### src/hdl/btob_pkg.sv
// Package for the bit-toggle / overflow-branch execution block.
// Assumes a 16-bit instruction word and a four-phase instruction cycle.
package btob_pkg;
	// ==========================================================
	// Widths
	localparam int PC_W   = 21;
	localparam int BANK_W = 4;
	localparam int ADDR_W = BANK_W + 8;

	// ==========================================================
	// Opcode fields
	localparam logic [3:0] OPC_TOGGLE_HI = 4'h7;
	localparam logic [7:0] OPC_OVBR_HI   = 8'hE4;
	localparam int         TOG_OPC_LSB   = 12;
	localparam int         TOG_BIT_LSB   = 9;
	localparam int         TOG_ACC_POS   = 8;
	localparam int         BR_OPC_LSB    = 8;

	// ==========================================================
	// Addressing
	localparam logic [7:0]        ACCESS_SPLIT  = 8'h5F;
	localparam logic [BANK_W-1:0] ACC_LOW_BANK  = 4'h0;
	localparam logic [BANK_W-1:0] ACC_HIGH_BANK = 4'hF;

	// ==========================================================
	// Reset values
	localparam logic [15:0]     INSTR_RST = 16'h0000;
	localparam logic [PC_W-1:0] PC_RST    = 21'h000000;

	typedef enum logic [1:0] {
		Q1,
		Q2,
		Q3,
		Q4
	} btob_phase_e;

	typedef struct packed {
		btob_phase_e       phase;
		logic              flush;
		logic              op_tog;
		logic              taken;
		logic [2:0]        bitsel;
		logic [ADDR_W-1:0] addr;
		logic [7:0]        rdata;
		logic [7:0]        wdata;
		logic [PC_W-1:0]   pc_tgt;
		logic              mem_rd;
		logic              mem_wr;
		logic              pc_wr;
	} btob_state_s;
endpackage : btob_pkg

### src/hdl/btob_core.sv
// Execution logic for the bit-toggle and branch-on-overflow instructions.
// Assumes the fetch unit presents the instruction, incremented PC and the
// status overflow flag steady through Q1, and memory answers a read in Q2.
// Assumes bank select, extended-set enable and index base are steady in Q1.
// One instruction cycle is four CORE_CLK edges, Q1 to Q4.
// The status flags live elsewhere; nothing here can write them.
`timescale 1ns/10ps
`default_nettype none

// Behaviour
// - Toggle inverts only the chosen bit; other bits and status flags untouched.
// - Access bit 0 targets the access bank; 1 uses the bank select register.
// - Access 0, extended set on and address up to 5Fh uses indexed offset.
// - Overflow branch changes flow only when overflow flag is 1.
// - Taken target is incremented PC plus twice signed 8-bit offset.
// - Branch takes one cycle untaken, two taken; extra cycle is a discarded NOP.
module btob_core (
	input  wire logic                         CORE_CLK,
	input  wire logic                         RESET_N,
	input  wire logic [15:0]                  INSTR,
	input  wire logic [btob_pkg::PC_W-1:0]    PC_INCR,
	input  wire logic                         OV_FLAG,
	input  wire logic                         EXT_EN,
	input  wire logic [btob_pkg::BANK_W-1:0]  BANK_SEL,
	input  wire logic [btob_pkg::ADDR_W-1:0]  INDEX_BASE,
	input  wire logic [7:0]                   MEM_RDATA,
	output logic      [1:0]                   Q_PHASE,
	output logic      [btob_pkg::ADDR_W-1:0]  MEM_ADDR,
	output logic                              MEM_RD,
	output logic                              MEM_WR,
	output logic      [7:0]                   MEM_WDATA,
	output logic                              PC_WR,
	output logic      [btob_pkg::PC_W-1:0]    PC_NEXT,
	output logic                              FLUSH
);
	// ==========================================================
	// Reset release
	// Entry is immediate; release is lined up to the clock so the whole
	// state record leaves reset on one edge
	logic rst_meta_r;
	logic rst_sync_r;

	always_ff @(posedge CORE_CLK or negedge RESET_N) begin
		if (!RESET_N) begin
			rst_meta_r <= 1'b0;
			rst_sync_r <= 1'b0;
		end else begin
			rst_meta_r <= 1'b1;
			rst_sync_r <= rst_meta_r;
		end
	end

	// ==========================================================
	// Decode
	logic                        is_tog;
	logic                        is_ovbr;
	logic                        tog_hit;
	logic                        br_hit;
	logic [2:0]                  bit_idx;
	logic [7:0]                  file_adr;
	logic                        acc_bit;
	logic                        low_half;
	logic [btob_pkg::ADDR_W-1:0] idx_addr;
	logic [btob_pkg::ADDR_W-1:0] banked_addr;
	logic [btob_pkg::ADDR_W-1:0] access_addr;
	logic [btob_pkg::ADDR_W-1:0] eff_addr;
	logic [btob_pkg::PC_W-1:0]   br_offset;
	logic [btob_pkg::PC_W-1:0]   br_target;

	assign is_tog   = INSTR[15:btob_pkg::TOG_OPC_LSB] == btob_pkg::OPC_TOGGLE_HI;
	assign is_ovbr  = INSTR[15:btob_pkg::BR_OPC_LSB] == btob_pkg::OPC_OVBR_HI;
	assign bit_idx  = INSTR[btob_pkg::TOG_BIT_LSB +: 3];
	assign file_adr = INSTR[7:0];
	assign acc_bit  = INSTR[btob_pkg::TOG_ACC_POS];
	assign low_half = file_adr <= btob_pkg::ACCESS_SPLIT;

	// ==========================================================
	// Address forming
	// Base pointer supplied by the indexing unit; the sum wraps inside the
	// data space, so the indexing unit keeps the base low when that matters
	assign idx_addr    = INDEX_BASE + {{btob_pkg::BANK_W{1'b0}}, file_adr};
	assign banked_addr = {BANK_SEL, file_adr};
	// Access bank: low half from bank 0, high half from the top bank
	assign access_addr = low_half ? {btob_pkg::ACC_LOW_BANK, file_adr}
		: {btob_pkg::ACC_HIGH_BANK, file_adr};

	always_comb begin
		if (acc_bit) begin
			eff_addr = banked_addr;
		end else if (EXT_EN && low_half) begin
			eff_addr = idx_addr;
		end else begin
			eff_addr = access_addr;
		end
	end

	// ==========================================================
	// Branch target
	// Offset is doubled because the counter addresses bytes of 16-bit words
	assign br_offset = {{(btob_pkg::PC_W-9){INSTR[7]}}, INSTR[7:0], 1'b0};
	assign br_target = PC_INCR + br_offset;

	// ==========================================================
	// State record
	// All state of the block except the two reset-sync flops lives in one packed record
	btob_pkg::btob_state_s st_r;
	btob_pkg::btob_state_s st_nxt;

	// A flushed cycle decodes nothing: the fetched word is dropped
	// Any other opcode leaves both hits low and the cycle passes as a no-op
	assign tog_hit = is_tog && !st_r.flush;
	assign br_hit  = is_ovbr && OV_FLAG && !st_r.flush;

	// ==========================================================
	// Toggle datapath
	// One lane per data bit; only the lane of the held index inverts, so the
	// other seven bits pass through untouched
	logic [7:0] lane_sel;
	logic [7:0] tog_data;

	generate
		for (genvar gi = 0; gi < 8; gi++) begin : g_lane
			assign lane_sel[gi] = st_r.bitsel == 3'(gi);
			assign tog_data[gi] = st_r.rdata[gi] ^ lane_sel[gi];
		end
	endgenerate

	// ==========================================================
	// Sequencer
	// Strobes default low so each one stands for exactly one phase
	always_comb begin
		st_nxt        = st_r;
		st_nxt.mem_rd = 1'b0;
		st_nxt.mem_wr = 1'b0;
		st_nxt.pc_wr  = 1'b0;
		case (st_r.phase)
			// Q1: decode; operands are captured only for a live cycle
			btob_pkg::Q1: begin
				st_nxt.phase  = btob_pkg::Q2;
				st_nxt.op_tog = tog_hit;
				st_nxt.taken  = br_hit;
				st_nxt.mem_rd = tog_hit;
				if (!st_r.flush) begin
					st_nxt.bitsel = bit_idx;
					st_nxt.addr   = eff_addr;
					st_nxt.pc_tgt = br_target;
				end
			end

			// Q2: the addressed register is read
			btob_pkg::Q2: begin
				st_nxt.phase = btob_pkg::Q3;
				// Read data is held only for a toggle; other opcodes leave it stale
				if (st_r.op_tog) begin
					st_nxt.rdata = MEM_RDATA;
				end
			end

			// Q3: process data
			btob_pkg::Q3: begin
				st_nxt.phase = btob_pkg::Q4;
				if (st_r.op_tog) begin
					st_nxt.wdata  = tog_data;
					st_nxt.mem_wr = 1'b1;
				end
				// Target lands on the counter in the final phase
				st_nxt.pc_wr = st_r.taken;
			end

			// Q4: write back; a taken branch turns the next cycle into a no-op
			btob_pkg::Q4: begin
				st_nxt.phase = btob_pkg::Q1;
				st_nxt.flush = st_r.taken;
			end

			// Unreachable with a two-bit phase; kept so a corrupt record heals
			default: begin
				st_nxt.phase = btob_pkg::Q1;
				st_nxt.flush = 1'b0;
			end
		endcase
	end

	// ==========================================================
	// State register
	always_ff @(posedge CORE_CLK or negedge rst_sync_r) begin
		if (!rst_sync_r) begin
			st_r.phase  <= btob_pkg::Q1;
			st_r.flush  <= 1'b0;
			st_r.op_tog <= 1'b0;
			st_r.taken  <= 1'b0;
			st_r.bitsel <= 3'h0;
			st_r.addr   <= '0;
			st_r.rdata  <= 8'h00;
			st_r.wdata  <= 8'h00;
			st_r.pc_tgt <= btob_pkg::PC_RST;
			st_r.mem_rd <= 1'b0;
			st_r.mem_wr <= 1'b0;
			st_r.pc_wr  <= 1'b0;
		end else begin
			st_r <= st_nxt;
		end
	end

	// ==========================================================
	// Outputs
	// Every output is a flop of the state record, so memory and counter see no glitches
	assign Q_PHASE   = st_r.phase;
	assign MEM_ADDR  = st_r.addr;
	assign MEM_RD    = st_r.mem_rd;
	assign MEM_WR    = st_r.mem_wr;
	assign MEM_WDATA = st_r.wdata;
	assign PC_WR     = st_r.pc_wr;
	assign PC_NEXT   = st_r.pc_tgt;
	assign FLUSH     = st_r.flush;
endmodule // btob_core

`default_nettype wire

### config.mk
export PLATFORM = sky130hd
export DESIGN_NAME = btob_core
export DESIGN_NICKNAME = d
export VERILOG_FILES = /design/src/hdl/btob_pkg.sv /design/src/hdl/btob_core.sv
export SDC_FILE = /design/constraint.sdc
export NUM_CORES = 1
export LEC_CHECK = 0
export BUFFER_PORTS_ARGS = -buffer_cell sky130_fd_sc_hd__clkbuf_2
export CORE_MARGIN = 5
export CORE_UTILIZATION = 25
export DETAILED_ROUTE_END_ITERATION = 16
export PLACE_DENSITY_LB_ADDON = 0.08
export SLEW_MARGIN = 40
export SYNTH_ARGS = -nofsm -noshare
export SYNTH_HDL_FRONTEND = slang
export SYNTH_SLANG_ARGS = --single-unit
### constraint.sdc
create_clock -name CORE_CLK -period 2.25 [get_ports CORE_CLK]
set_input_delay 0.225 -clock CORE_CLK [delete_from_list [all_inputs] [get_ports CORE_CLK]]
set_output_delay 0.225 -clock CORE_CLK [all_outputs]
set_load 0.02 [all_outputs]
# After elaboration in Yosys (flattened, before gate mapping)

Cells that the tools add are included.

Flip-flop bits (word level): 62
Input bits: 65
Output and inout bits: 47

Add/subtract/negate cells: 2
Magnitude comparators: 1
Equal/unequal tests: 12
Mux-type cells: 7
Bitwise logic cells: 9
Reduce and logical (&&, ||, !) cells: 10

Operator list:

| operator                                                                          | number |
|---|---|
| 12-bit 2-to-1 mux                                                                 | 3 |
| 21-bit adder                                                                      | 1 |
| 12-bit by 8-bit adder with 12-bit output                                          | 1 |
| 3-bit equality test (second input constant)                                       | 4 |
| 8-bit equality test (second input constant)                                       | 1 |
| 8-bit by 7-bit less-or-equal comparator with 1-bit output (second input constant) | 1 |
| 2-bit one-hot mux with 4 select lines                                             | 1 |
| 1-bit XOR                                                                         | 8 |
| 3-bit by 2-bit equality test with 1-bit output (second input constant)            | 2 |
| 2-bit AND reduction                                                               | 3 |
| 2-bit equality test (second input constant)                                       | 2 |
| 4-bit by 3-bit equality test with 1-bit output (second input constant)            | 1 |
| 1-bit logical AND                                                                 | 4 |
| 3-bit by 1-bit equality test with 1-bit output (second input constant)            | 1 |
| 3-bit logical NOT                                                                 | 1 |
| 2-bit by 1-bit equality test with 1-bit output (second input constant)            | 1 |
| 2-bit logical NOT                                                                 | 1 |
| 1-bit 2-to-1 mux                                                                  | 2 |
| 2-bit 2-to-1 mux                                                                  | 1 |
| 1-bit logical NOT                                                                 | 1 |
| 1-bit NOT                                                                         | 1 |

# Logic depth before layout (Yosys ltp)

Word-level depth: 4
Mapped depth: 9

# Worst setup path after synthesis

Ideal clock, no wire load.

Kind: input -> register
Start: in INSTR[0]
End: reg st_r, in the netlist PC_NEXT[19]
Setup time: 92 ps
Arrival time: 2079 ps
Slack: 79 ps
Cell stages on the path: 8
Path through: ha_1 > fa_1 > a211oi_2 > o31ai_2 > o211a_1 > o211a_1 > o31a_1 > o31ai_2

Word-level cells in the longest chain between the ends: 1

RTL lines:

| element              | RTL line         | RTL |
|---|---|---|
| from (decl)          | btob_core.sv:20  | `input wire logic [15:0] INSTR,` |
| 21-bit adder         | btob_core.sv:101 | `assign br_target = PC_INCR + br_offset;` |
| to (signal assigned) | btob_core.sv:201 | `st_r <= st_nxt;` |
| to (decl)            | btob_core.sv:106 | `btob_pkg::btob_state_s st_r;` |

Every way passes these cells.
A chain may end at the register's enable or synchronous reset.

# Worst setup path after layout

Start: in INSTR[0]
End: reg st_r, in the netlist PC_NEXT[17]

Same word-level chain as after synthesis.

==> impl_metrics.tcl <==
set metrics [dict create \
    area_delta_synth_final_pct 24.3 \
    dr.first_iter.drc_count 132 \
    clock_latency_ps 330 \
    synth_enable_flop_cells 0 \
    async_flop_share_pct 100 \
    powerDensity_mw_per_mm2 738 \
    rrSetupSlack_ps 290 \
    ys_dominant_reg_cell "dfrtp_1" \
    ctsRootBufferMaster "clkbuf_16" \
    max_freq_ghz 0.499 \
    final_common_cell "clkbuf_2" \
    post-place-cells 794 \
    via_per_inst 4.51 \
    postSynthRegisterBits 62 \
    die_w_microns 142 \
    routed-via-count 3654 \
    h-tree-depth 3 \
    holdCritStartpoint "PC_INCR[0]" \
    antenna_found_initial 0 \
    clkSinkCount 62 \
    cts_buffers 9 \
    r2r_end "MEM_ADDR[10]$_DFFE_PN0P_" \
    wl_microns 12500 \
    vdd_drop_max_mv 0.350 \
    grt_pass1_vias 3696 \
    outcome "complete, no violations" \
    avgRoutedWirePerCell_microns 15.4 \
    netlist_area_sq_mm 0.00437 \
    final_net_count 680 \
    critical_path.max_stage_delay_ps 400 \
    fp-row-count 48 \
    worst_hold_path.endpoint "PC_NEXT[0]$_DFFE_PN0P_" \
    place_congestion 0.803 \
    reg2reg_depth 8 \
    hp-class "input port to register" \
    slowest_stage "fa_1" \
    rsz0062_at_grt "false" \
    remaining_drc_errors 0 \
    path_max_fanout 2 \
    num_io_pins 112 \
    final_core_util_pct 31.5 \
    postCtsSetupBuffers 0 \
    worstPathCellList "clkbuf_2, ha_1, fa_1, a211oi_2, o31ai_2, buf_4, o2111ai_1, a21oi_1, o21a_1, o31ai_1" \
    setup_viol 0 \
    postSynthCellCount 486 \
    synth_cell_types 59 \
    grt_pass1_wl_microns 19800 \
    die_y_microns 142 \
    slew_headroom_pct 62.6 \
    p_leak_nw 2.58 \
    syn_avg_cell_area_sq_um 8.99 \
    fp.dieArea_sq_mm 0.0202 \
    synth_nets 585 \
    cap_violations 0 \
    nFillCells 1856 \
    worst-setup-path-type "input port to register" \
    num_antenna_cells 0 \
    instances_no_fill 811 \
    cp-start-kind "input port" \
    ys_warn_count 0 \
    final_max_slew_viol_count 0 \
    min_period_over_period_pct 89.0 \
    worstPathArrival_ps 2240 \
    crit_buf_inv 2 \
    tritoncts "built" \
    drtAntennaViolNets 0 \
    fin_worst_skew_ps 14.9 \
    clock_path_buffers 2 \
    hold_violations 0 \
    hold_depth 3 \
    grt_use_total_pct 12.6 \
    overflow 0 \
    synth_seq_area_share_pct 35.5 \
    tightest_slew_ps 560 \
    r2r_start "Q_PHASE[0]$_DFF_PN0_" \
    core_sq_mm 0.0172 \
    min_period_ps 2000 \
    grt_max_degree 61 \
    port_buffers 111 \
    initial_core_util_pct 25.3 \
    drtPass1Iterations 4 \
    crit_required_ps 2480 \
    final_cell_mix "clkbuf_2, nand2_1, dfrtp_1, nor2_1, a21oi_1" \
    crit_path_end_kind "register" \
    crit_family "compound AO/OA/AOI/OAI gates" \
    hold_slack_ps 82.8 \
    drive_gt1_share_pct 31.6 \
    dpl.hpwl_microns 9990 \
    clkTransAtPathRegs_ps 60 \
]
[flip-flops by register name, indices dropped and copies added (netlist names)]
name and flops:
FLUSH 1, MEM_ADDR 12, MEM_RD 1, MEM_WDATA 8
MEM_WR 1, PC_NEXT 21, PC_WR 1, Q_PHASE 2
rst_meta_r 1, rst_sync_r 1, st_r 13
[where the power goes]
part | leakage (nW) | internal, W | total, W | switching (W)
clock | 0.167 | 0.00111 | 0.00164 | 0.000532
combinational | 1.67 | 0.000426 | 0.00102 | 0.000590
sequential | 0.741 | 0.00126 | 0.00135 | 0.0000880
[cell families (layout without fill, tap and decap cells)]
family | count (synthesis) | in the layout | synth area share, %
buf+inv | 73 | 173 | 10.1
compound gates | 123 | 123 | 19.5
flops | 62 | 62 | 35.5
simple gates | 155 | 155 | 16.5
xor+xnor | 23 | 23 | 4.61
fa+ha+maj | 34 | 34 | 10.1
other cells | 1 | 1 | 0.0859
mux | 15 | 15 | 3.70
[worst min-delay path, delay by kind of cell]
family / cells / cell delay, ps
buf+inv: 1 / 70
simple gates: 2 / 80
[cells in the mapped netlist, types with 10 or more instances]
cell	instances	area, sq um
dfrtp_1	62	1550
inv_1	11	41.3
nand2_1	70	263
clkbuf_1	14	52.6
nor3_1	10	50.1
o21ai_0	22	110
xnor2_1	12	105
buf_4	43	323
a21oi_1	36	180
xor2_1	11	96.3
nor2_1	36	135
ha_1	32	400
[worst max path at each step]
stage / startpoint / endpoint / cells after the start
finish: INSTR[0] / PC_NEXT[17]$_DFFE_PN0P_ / 10
global route: Q_PHASE[1]$_DFF_PN0_ / MEM_ADDR[10]$_DFFE_PN0P_ / 8
CTS: INSTR[0] / PC_NEXT[19]$_DFFE_PN0P_ / 9
detailed placement: INSTR[0] / PC_NEXT[19]$_DFFE_PN0P_ / 9
global placement: INSTR[0] / PC_NEXT[19]$_DFFE_PN0P_ / 9
floorplan: INSTR[0] / PC_NEXT[19]$_DFFE_PN0P_ / 8
[layer usage]
metal	vias up	global-route usage, %	share of wire [%]
met5	-	0	0
met1	1703	17.0	49
met2	73	19.9	46
li1	1864	-	-
met3	14	2.79	3.6
met4	0	4.34	1.5
[layout make-up]
| class | instances | area (sq um) | share of cell area, % |
|---|---|---|---|
| Clock buffer | 12 | 246 | 4.54 |
| Inverter | 11 | 41.3 | 0.761 |
| Timing Repair Buffer | 146 | 833 | 15.3 |
| Tap cell | 225 | 282 | 5.19 |
| Multi-Input combinational cell | 351 | 2380 | 43.8 |
| Clock inverter | 4 | 95.1 | 1.75 |
| Sequential cell | 62 | 1550 | 28.6 |
[through the flow]
step	power (W)	setup WS, ps	instance area (sq um)	TNS (ps)
5_1_grt	0.00424	104	5430	0
3_3_place_gp	0.00239	-80.9	5080	-225
6_report	0.00401	247	5430	0
3_5_place_dp	0.00240	-83.1	5080	-274
4_1_cts	0.00408	260	5430	0
2_1_floorplan	0.00215	79.5	4370	0
[what timing repair did]
item | CTS | global route
resized for setup | 0 | 0
hold buffers | 1 | 0
endpoints found under the hold margin | 2 | 0
No activity file was read; power rests on OpenSTA's default activity.
